==> src/shared/pebc_consts.svh <==
// Register offsets, field positions and reset values of the edge blanking control block.
`ifndef PEBC_CONSTS_SVH
`define PEBC_CONSTS_SVH

// ****************************************
// Register byte offsets
// ****************************************
`define PEBC_OFS_MODE 8'h00
`define PEBC_OFS_RSRC 8'h04
`define PEBC_OFS_RTIME 8'h08
`define PEBC_OFS_FTIME 8'h0c
`define PEBC_OFS_STAT 8'h10

// ****************************************
// Register indices (byte offset divided by four)
// ****************************************
`define PEBC_IDX_MODE 3'h0
`define PEBC_IDX_RSRC 3'h1
`define PEBC_IDX_RTIME 3'h2
`define PEBC_IDX_FTIME 3'h3
`define PEBC_IDX_STAT 3'h4

// ****************************************
// Field positions
// ****************************************
`define PEBC_MODE_FALL_LSB 4
`define PEBC_MODE_RISE_LSB 0
`define PEBC_MODE_MASK 8'h33
`define PEBC_RSRC_PIN_BIT 7
`define PEBC_RSRC_CMP4_BIT 4
`define PEBC_RSRC_CMP3_BIT 3
`define PEBC_RSRC_CMP2_BIT 2
`define PEBC_RSRC_CMP1_BIT 1
`define PEBC_RSRC_MASK 8'h9e
`define PEBC_STAT_RWIN_BIT 0
`define PEBC_STAT_FWIN_BIT 1

// ****************************************
// Reset values
// ****************************************
`define PEBC_RST_MODE 8'h00
`define PEBC_RST_RSRC 8'h00
`define PEBC_RST_TIME 8'h00

`endif

==> src/shared/pebc_pkg.sv <==
// Types shared by the edge blanking control block.
package pebc_pkg;

  // Two-bit blanking mode codes; the two upper codes are reserved and act as no blanking.
  typedef enum logic [1:0] {
    PEBC_BLANK_OFF = 2'b00,
    PEBC_BLANK_IMM = 2'b01,
    PEBC_BLANK_RSV2 = 2'b10,
    PEBC_BLANK_RSV3 = 2'b11
  } pebc_mode_t;

  // Source order of the event gate: pin on top, comparator 1 at the bottom.
  typedef enum logic [2:0] {
    PEBC_SRC_CMP1 = 3'h0,
    PEBC_SRC_CMP2 = 3'h1,
    PEBC_SRC_CMP3 = 3'h2,
    PEBC_SRC_CMP4 = 3'h3,
    PEBC_SRC_PIN = 3'h4
  } pebc_src_t;

endpackage

==> src/shared/pebc_reg_if.sv <==
// Register access carrier between the bus slave and the blanking core.
`timescale 1ns/1ps
`default_nettype none
interface pebc_reg_if;
  logic wr_en;
  logic [2:0] idx;
  logic [7:0] wdata;
  logic [7:0] rdata;

  modport slave (output wr_en, output idx, output wdata, input rdata);
  modport regs (input wr_en, input idx, input wdata, output rdata);
endinterface
`default_nettype wire

==> src/hw/pebc_blank_gate.sv <==
// Per-source edge detection with blanking suppression.
`timescale 1ns/1ps
`default_nettype none
module pebc_blank_gate
  import pebc_pkg::*;
#(
  parameter int NSRC = 5
) (
  // Clock, reset and enable
  input wire logic clk_i,
  input wire logic rst_i,
  input wire logic ce_i,
  // Sources and blanking controls
  input wire logic [NSRC-1:0] src_i,
  input wire logic [NSRC-1:0] sel_i,
  input wire logic window_i,
  // Gated events
  output logic [NSRC-1:0] rise_o,
  output logic [NSRC-1:0] fall_o
);

  logic [NSRC-1:0] prev_q, prev_d;
  logic [NSRC-1:0] rise_q, rise_d;
  logic [NSRC-1:0] fall_q, fall_d;

  // A selected source inside the window may raise neither kind of event.
  for (genvar g = 0; g < NSRC; g++) begin : g_src
    always_comb begin
      prev_d[g] = src_i[g];
      rise_d[g] = src_i[g] && !prev_q[g] && !(sel_i[g] && window_i); // [RQ3] [RQ4] [RQ6]
      fall_d[g] = !src_i[g] && prev_q[g] && !(sel_i[g] && window_i); // [RQ3] [RQ4] [RQ6]
    end
  end

  always_ff @(posedge clk_i) begin
    if (rst_i) begin
      prev_q <= '0;
      rise_q <= '0;
      fall_q <= '0;
    end else if (ce_i) begin
      prev_q <= prev_d;
      rise_q <= rise_d;
      fall_q <= fall_d;
    end
  end

  assign rise_o = rise_q;
  assign fall_o = fall_q;

endmodule
`default_nettype wire

==> src/hw/pebc_top.sv <==
// Edge blanking control: mode and blanked-source registers, windows and event gating.
`timescale 1ns/1ps
`default_nettype none
`include "pebc_consts.svh"

// ****************************************
// Functional notes
// ****************************************
// Functional notes
// RQ1 - Falling-edge blanking mode sits at bits 5-4: 00 off, 01 immediate, others reserved.
// RQ2 - Rising-edge blanking mode sits at bits 1-0: 00 off, 01 immediate, others reserved.
// RQ3 - Source bit 2 set blanks comparator 2 events for the blanking duration.
// RQ4 - Source bit 3 set blocks comparator 3 events during the blanking window.
// RQ5 - Unused bits in mode and source registers ignore writes and read zero.
// RQ6 - Bits 4, 1 and 7 blank comparator 4, comparator 1 and the input pin.

module pebc_top
  import pebc_pkg::*;
#(
  parameter int ADR_W = 8,
  parameter int CNT_W = 8
) (
  // Clock, reset and enable
  input wire logic clk_i,
  input wire logic rst_i,
  input wire logic ce_i,
  // Wishbone slave
  input wire logic wb_cyc_i,
  input wire logic wb_stb_i,
  input wire logic wb_we_i,
  input wire logic [ADR_W-1:0] wb_adr_i,
  input wire logic [3:0] wb_sel_i,
  input wire logic [31:0] wb_dat_i,
  output logic [31:0] wb_dat_o,
  output logic wb_ack_o,
  // Blanking triggers from the PWM timebase
  input wire logic rise_trig_i,
  input wire logic fall_trig_i,
  // Event sources
  input wire logic cmp1_synced_out_i,
  input wire logic cmp2_synced_out_i,
  input wire logic cmp3_synced_out_i,
  input wire logic cmp4_synced_out_i,
  input wire logic pwm_ext_input_pin_i,
  // Gated events and windows
  output logic [4:0] src_rise_event_o,
  output logic [4:0] src_fall_event_o,
  output logic rise_window_o,
  output logic fall_window_o
);

  // ****************************************
  // Bus front end
  // ****************************************
  pebc_reg_if rif ();

  pebc_wb_slave #(
    .ADR_W(ADR_W)
  ) u_wb (
    .clk_i(clk_i),
    .rst_i(rst_i),
    .ce_i(ce_i),
    .wb_cyc_i(wb_cyc_i),
    .wb_stb_i(wb_stb_i),
    .wb_we_i(wb_we_i),
    .wb_adr_i(wb_adr_i),
    .wb_sel_i(wb_sel_i),
    .wb_dat_i(wb_dat_i),
    .wb_dat_o(wb_dat_o),
    .wb_ack_o(wb_ack_o),
    .regs(rif.slave)
  );

  // ****************************************
  // Registers
  // ****************************************
  logic [7:0] mode_q, mode_d;
  logic [7:0] rsrc_q, rsrc_d;
  logic [CNT_W-1:0] rtime_q, rtime_d;
  logic [CNT_W-1:0] ftime_q, ftime_d;

  pebc_mode_t rise_blank_mode;
  pebc_mode_t fall_blank_mode;
  logic rise_blank_pin_sel;
  logic rise_blank_cmp1_sel;
  logic rise_blank_cmp2_sel;
  logic rise_blank_cmp3_sel;
  logic rise_blank_cmp4_sel;

  // Decode used by the write path; the read path decodes the index with its own case.
  function automatic logic idx_hit(input logic [2:0] idx, input logic [2:0] want);
    idx_hit = (idx == want);
  endfunction

  always_comb begin
    mode_d = mode_q;
    rsrc_d = rsrc_q;
    rtime_d = rtime_q;
    ftime_d = ftime_q;
    if (rif.wr_en) begin
      if (idx_hit(rif.idx, `PEBC_IDX_MODE)) begin
        mode_d = rif.wdata & `PEBC_MODE_MASK; // [RQ1] [RQ2] [RQ5]
      end
      if (idx_hit(rif.idx, `PEBC_IDX_RSRC)) begin
        rsrc_d = rif.wdata & `PEBC_RSRC_MASK; // [RQ5]
      end
      if (idx_hit(rif.idx, `PEBC_IDX_RTIME)) begin
        rtime_d = rif.wdata[CNT_W-1:0];
      end
      if (idx_hit(rif.idx, `PEBC_IDX_FTIME)) begin
        ftime_d = rif.wdata[CNT_W-1:0];
      end
    end
  end

  always_ff @(posedge clk_i) begin
    if (rst_i) begin
      mode_q <= `PEBC_RST_MODE;
      rsrc_q <= `PEBC_RST_RSRC;
      rtime_q <= CNT_W'(`PEBC_RST_TIME);
      ftime_q <= CNT_W'(`PEBC_RST_TIME);
    end else if (ce_i) begin
      mode_q <= mode_d;
      rsrc_q <= rsrc_d;
      rtime_q <= rtime_d;
      ftime_q <= ftime_d;
    end
  end

  assign rise_blank_mode = pebc_mode_t'(mode_q[`PEBC_MODE_RISE_LSB +: 2]); // [RQ2]
  assign fall_blank_mode = pebc_mode_t'(mode_q[`PEBC_MODE_FALL_LSB +: 2]); // [RQ1]
  assign rise_blank_pin_sel = rsrc_q[`PEBC_RSRC_PIN_BIT]; // [RQ6]
  assign rise_blank_cmp4_sel = rsrc_q[`PEBC_RSRC_CMP4_BIT]; // [RQ6]
  assign rise_blank_cmp3_sel = rsrc_q[`PEBC_RSRC_CMP3_BIT]; // [RQ4]
  assign rise_blank_cmp2_sel = rsrc_q[`PEBC_RSRC_CMP2_BIT]; // [RQ3]
  assign rise_blank_cmp1_sel = rsrc_q[`PEBC_RSRC_CMP1_BIT]; // [RQ6]

  // ****************************************
  // Read mux
  // ****************************************
  logic [CNT_W-1:0] rcnt_q, rcnt_d;
  logic [CNT_W-1:0] fcnt_q, fcnt_d;
  logic rise_win;
  logic fall_win;

  // Unmapped indices read as zero, so the bus never sees undriven data.
  always_comb begin
    rif.rdata = 8'h00;
    unique case (rif.idx)
      `PEBC_IDX_MODE: begin
        rif.rdata = mode_q & `PEBC_MODE_MASK; // [RQ5]
      end
      `PEBC_IDX_RSRC: begin
        rif.rdata = rsrc_q & `PEBC_RSRC_MASK; // [RQ5]
      end
      `PEBC_IDX_RTIME: begin
        rif.rdata = 8'(rtime_q);
      end
      `PEBC_IDX_FTIME: begin
        rif.rdata = 8'(ftime_q);
      end
      `PEBC_IDX_STAT: begin
        rif.rdata[`PEBC_STAT_RWIN_BIT] = rise_win;
        rif.rdata[`PEBC_STAT_FWIN_BIT] = fall_win;
      end
      default: begin
        rif.rdata = 8'h00;
      end
    endcase
  end

  // ****************************************
  // Blanking windows
  // ****************************************
  // Reserved mode codes behave as no blanking; a trigger inside a running window restarts it.
  always_comb begin
    rcnt_d = rcnt_q;
    fcnt_d = fcnt_q;
    if (rise_trig_i && rise_blank_mode == PEBC_BLANK_IMM) begin
      rcnt_d = rtime_q; // [RQ2]
    end else if (rcnt_q != '0) begin
      rcnt_d = rcnt_q - CNT_W'(1);
    end
    if (fall_trig_i && fall_blank_mode == PEBC_BLANK_IMM) begin
      fcnt_d = ftime_q; // [RQ1]
    end else if (fcnt_q != '0) begin
      fcnt_d = fcnt_q - CNT_W'(1);
    end
  end

  always_ff @(posedge clk_i) begin
    if (rst_i) begin
      rcnt_q <= '0;
      fcnt_q <= '0;
    end else if (ce_i) begin
      rcnt_q <= rcnt_d;
      fcnt_q <= fcnt_d;
    end
  end

  assign rise_win = (rcnt_q != '0);
  assign fall_win = (fcnt_q != '0);
  assign rise_window_o = rise_win;
  assign fall_window_o = fall_win;

  // ****************************************
  // Event gate
  // ****************************************
  logic [4:0] src_vec;
  logic [4:0] sel_vec;

  assign src_vec = {pwm_ext_input_pin_i, cmp4_synced_out_i, cmp3_synced_out_i,
                    cmp2_synced_out_i, cmp1_synced_out_i};
  assign sel_vec = {rise_blank_pin_sel, rise_blank_cmp4_sel, rise_blank_cmp3_sel,
                    rise_blank_cmp2_sel, rise_blank_cmp1_sel};

  pebc_blank_gate #(
    .NSRC(5)
  ) u_gate (
    .clk_i(clk_i),
    .rst_i(rst_i),
    .ce_i(ce_i),
    .src_i(src_vec),
    .sel_i(sel_vec),
    .window_i(rise_win),
    .rise_o(src_rise_event_o),
    .fall_o(src_fall_event_o)
  );
endmodule
`default_nettype wire

==> src/hw/pebc_wb_slave.sv <==
// Classic Wishbone slave front end with a registered acknowledge.
`timescale 1ns/1ps
`default_nettype none
module pebc_wb_slave
  import pebc_pkg::*;
#(
  parameter int ADR_W = 8
) (
  // Clock, reset and enable
  input wire logic clk_i,
  input wire logic rst_i,
  input wire logic ce_i,
  // Wishbone
  input wire logic wb_cyc_i,
  input wire logic wb_stb_i,
  input wire logic wb_we_i,
  input wire logic [ADR_W-1:0] wb_adr_i,
  input wire logic [3:0] wb_sel_i,
  input wire logic [31:0] wb_dat_i,
  output logic [31:0] wb_dat_o,
  output logic wb_ack_o,
  // Register side
  pebc_reg_if.slave regs
);

  logic ack_q, ack_d;
  logic [7:0] dat_q, dat_d;
  logic take;

  // One access is taken per request; ack drops in the cycle after it was given.
  assign take = wb_cyc_i && wb_stb_i && !ack_q;
  assign regs.idx = wb_adr_i[4:2];
  assign regs.wdata = wb_dat_i[7:0];
  // Only the low byte lane holds data, so a write without it changes nothing.
  assign regs.wr_en = ce_i && take && wb_we_i && wb_sel_i[0];

  always_comb begin
    ack_d = take;
    dat_d = take ? regs.rdata : dat_q;
  end

  always_ff @(posedge clk_i) begin
    if (rst_i) begin
      ack_q <= 1'b0;
      dat_q <= 8'h00;
    end else if (ce_i) begin
      ack_q <= ack_d;
      dat_q <= dat_d;
    end
  end

  assign wb_ack_o = ack_q;
  assign wb_dat_o = {24'h000000, dat_q};
endmodule
`default_nettype wire

==> config.mk <==
export PLATFORM = sky130hd
export DESIGN_NAME = pebc_top
export DESIGN_NICKNAME = d
export VERILOG_FILES = /design/src/shared/pebc_pkg.sv /design/src/shared/pebc_reg_if.sv /design/src/hw/pebc_blank_gate.sv /design/src/hw/pebc_top.sv /design/src/hw/pebc_wb_slave.sv
export VERILOG_INCLUDE_DIRS = /design/src /design/src/shared
export SDC_FILE = /design/constraint.sdc
export NUM_CORES = 1
export LEC_CHECK = 0
export ABC_AREA = 0
export BUFFER_PORTS_ARGS = -buffer_cell sky130_fd_sc_hd__buf_2
export CELL_PAD_IN_SITES_DETAIL_PLACEMENT = 0
export CELL_PAD_IN_SITES_GLOBAL_PLACEMENT = 1
export CORE_UTILIZATION = 35
export CTS_CLUSTER_DIAMETER = 40
export DETAILED_ROUTE_END_ITERATION = 10
export GPL_ROUTABILITY_DRIVEN = 0
export PLACE_DENSITY_LB_ADDON = 0.15
export SLEW_MARGIN = 20
export SYNTH_ARGS = -nofsm -noshare
export SYNTH_HDL_FRONTEND = slang
export SYNTH_HIERARCHICAL = 1
export SYNTH_SLANG_ARGS = --single-unit
==> constraint.sdc <==
create_clock -name clk_i -period 2.7 [get_ports clk_i]
set_clock_uncertainty 0.05 [all_clocks]
set_input_delay 0.135 -clock clk_i [delete_from_list [all_inputs] [get_ports clk_i]]
set_output_delay 0.135 -clock clk_i [all_outputs]
set_load 0.02 [all_outputs]
==> results.md <==
* Status: finished clean
* Fin crit period at 2326 ps
* Post-synthesis simple-gate area fraction at about a quarter
* Worst-Margin Slew at 971.7 ps
* I/O Pins at 102
* CTS clk-pin slew, worst paths at 80 ps
* GRT Total Usage at 17.91%
* CP max FO at 7
* Critical path endpoint category: output pin
* Clock Sinks at 65
* Routed Antenna Nets at 0
* Largest net degree at the start of global routing at 51
* Slew margin rel. at about a third
* Net Sw Frac at ~37%
* Root Buffer: clkbuf_8
* Iter 0 DRT Violations at 94
* Core box area at 9729 µm²
* Layout cells sized above 1 at 18.52%
* Hold Path Class: input pin to register
* Critical-path cell list: inv_1 > ha_1 > or4b_1 > nor2b_1 > inv_1 > buf_2
* Global-route wire length before repair at 13890 µm
* Post-synth EDFFs at 0
* Fin util at around 40%
* H-Tree Depth at 3
* Post-CTS Setup Inserts at 0
* Power Total at around 3000 µW
* Vias in the first global route at roughly 2700
* Flops & latches, synth at 65
* Wirelength, routed at ~8800 µm
* Worst setup SP type: register
* Total negative slack at 0 ps
* RSZ-0062 raised after global routing: false
* Die Y at between 100 and 150 µm
* CP most frequent cell: inv_1
* Final Hold Violating Endpoints at 0
* Nets at roughly 500
* Fmax at 430.0 MHz
* WS Path Type: register to output pin
* Post-Syn Instances at 393
* Clock Path Buffers at 2
* PortBufs at 45
* Asr flop ratio synth at 0%
* Slew Limit Fails at 0
* Main flop type after synthesis: dfxtp_1
* Fillers at 1055
* Synthesis-to-layout area growth at 11.71%
* Adder-Cell Fraction of Synth Area at 0.7181%
* Initial antenna violation count at 0
* Area of the die at about 10000 µm²
* Clock power share at 27.9%
* Compound-Gate Fraction of Synth Area at 13.54%
* TritonCTS buffer count at 9
* WL per Instance at 15.51 µm
* Ant diodes at 0
* Power Dens Cells at 793.7 nW/µm²
* Proportion of synthesized area in mux cells at around 13%
* Num rows at 36
* Final worst path period share at between 80% and 90%
* Worst EP required at ~2500 ps
* Final hold slack at around 9.7 ps
* WP data arrival at 2140 ps
* Grt total ovfl at 0
* Leakage at roughly 0.0016 µW
* Comb power frac at 34.5%
* XOR/XNOR Fraction of Synth Area at 0%
* Via-per-instance ratio at 5.019
* Crit-path slowest cell: or4b_1
* Avg Cell Area, Syn at 8.867 µm²
* Vias at 2836
* Post-synthesis sequential area ratio at 37.34%
* Starting Density at between 30 and 40%
* Setup violations, final at 0
* Synth warn at 6
* Design internal power at ~2000 µW
* VDD IR max at between 0.0004 and 0.0005 V
* # DRC at 0
* Net Sw Power at 1139 µW
* TritonCTS clock tree: built
* Clock latency on the worst-skew pair at 350 ps
* Drt pass-1 iters at 4
* Netlist cell types at 48
* Main combinational cell family by area after synthesis: simple AND/OR/NAND/NOR gates
* Most frequent cells in the layout: 65 x dfxtp_1, 45 x buf_2, 37 x nor2_1, 37 x mux2i_1, 24 x conb_1
* Max incr delay on CP at 530 ps
* Dpl hpwl at 6272 µm
* Sequential Power Share at 37.6%
* Most common cell after layout, fill and taps aside: dfxtp_1
* Maximum capacitance violations at 0
* Mapped Area at 3485 µm²
* Die width at 101.8 µm
==> final timing paths <==
path	start	end	slack [ps]	depth (start not counted)
max	rcnt_q[0]$_SDFFE_PP0P_	rise_window_o	370	6
min	cmp4_synced_out_i	u_gate/prev_q[3]$_SDFFE_PP0P_	10	3
max reg2reg	u_wb/wb_ack_o$_SDFFE_PP0P_	ftime_q[4]$_SDFFE_PP0P_	580	7
min reg2reg	u_gate/fall_o[4]$_SDFFE_PP0P_	u_gate/fall_o[4]$_SDFFE_PP0P_	410	1
==> synthesized netlist by cell type (3+ instances only) <==
| master | instances | area [µm²] |
|---|---|---|
| o21ai_0 | 9 | 45.04 |
| and3_1 | 9 | 56.30 |
| or4_1 | 5 | 37.54 |
| nand2b_1 | 19 | 118.9 |
| clkbuf_1 | 13 | 48.80 |
| or3_1 | 3 | 18.77 |
| nor3_1 | 7 | 35.03 |
| buf_4 | 36 | 270.3 |
| and2_0 | 3 | 18.77 |
| nor2_1 | 37 | 138.9 |
| mux2_2 | 3 | 33.78 |
| buf_2 | 5 | 25.02 |
| nand3b_1 | 4 | 30.03 |
| nand2_1 | 16 | 60.06 |
| a31oi_1 | 10 | 62.56 |
| a21oi_1 | 19 | 95.09 |
| and3b_1 | 4 | 35.03 |
| a22oi_1 | 5 | 37.54 |
| inv_1 | 8 | 30.03 |
| mux2i_1 | 37 | 370.4 |
| o22ai_1 | 6 | 37.54 |
| buf_6 | 3 | 33.78 |
| nor2b_1 | 15 | 93.84 |
| nand3_1 | 11 | 55.05 |
| a32o_1 | 10 | 100.1 |
| dfxtp_1 | 65 | 1301 |
==> timing repair <==
action	4_1_cts	5_1_grt
gates resized for setup	0	0
hold buffers	4	0
hold endpoints to repair	5	0
setup endpoints to repair	0	0
==> sequential cells by signal, indices dropped and copies added, names as in the netlist, 5 cells and up <==
register	cells
u_gate/rise_o	5
ftime_q	8
u_wb/dat_q	8
fcnt_q	8
rsrc_q	5
u_gate/prev_q	5
rtime_q	8
rcnt_q	8
u_gate/fall_o	5
==> critical path: cells and delay by family (launching register included) <==
| kind | cells | cell delay [ps] |
|---|---|---|
| DFF | 1 | 330 |
| buffers and inverters | 3 | 480 |
| and+or+nand+nor | 2 | 750 |
| adders and majority gates | 1 | 240 |
==> cell families (layout without fill, tap and decap cells) <==
group | Yosys count | in the layout
compound gates | 70 | 70
fa+ha+maj | 2 | 2
buf+inv | 66 | 82
flops | 65 | 65
mux | 42 | 42
other cells | 1 | 24
simple gates | 147 | 147
==> through the flow <==
step | worst slack, ps | instances | cell area [µm²]
2_1_floorplan | 702.3 | 416 | 3571
3_3_place_gp | 603.3 | 545 | 3647
3_5_place_dp | 585.7 | 545 | 3647
4_1_cts | 340.6 | 565 | 3892
5_1_grt | 220.6 | 565 | 3892
6_report | 374.4 | 565 | 3892
==> per-layer routing <==
layer,share of wire (%),global-route usage (%),wire length [µm]
met1,51,24.05,4438
met2,45,28.85,3946
met3,3.4,4.348,299
met4,0.90,4.348,79
met5,0,0,0
==> cell type report <==
| class | count | area, µm² | share of cell area, % |
|---|---|---|---|
| clock buffers | 10 | 137.6 | 3.536 |
| clock inverters | 6 | 67.56 | 1.736 |
| inverters | 8 | 30.03 | 0.7715 |
| multi-input cells | 285 | 1857 | 47.70 |
| flip-flops and latches | 65 | 1301 | 33.43 |
| well taps | 133 | 166.4 | 4.275 |
| repair buffers | 58 | 332.8 | 8.550 |
==> power groups by stage <==
stage | combinational (µW) | sequential, µW | clock, µW
floorplan | 867 | 1150 | 0
global placement | 1070 | 1180 | 0
detailed placement | 1070 | 1180 | 0
CTS | 1080 | 1160 | 883
global route | 1200 | 1180 | 929
finish | 1070 | 1160 | 862
Note: power is estimated with default switching activity, not from simulation.
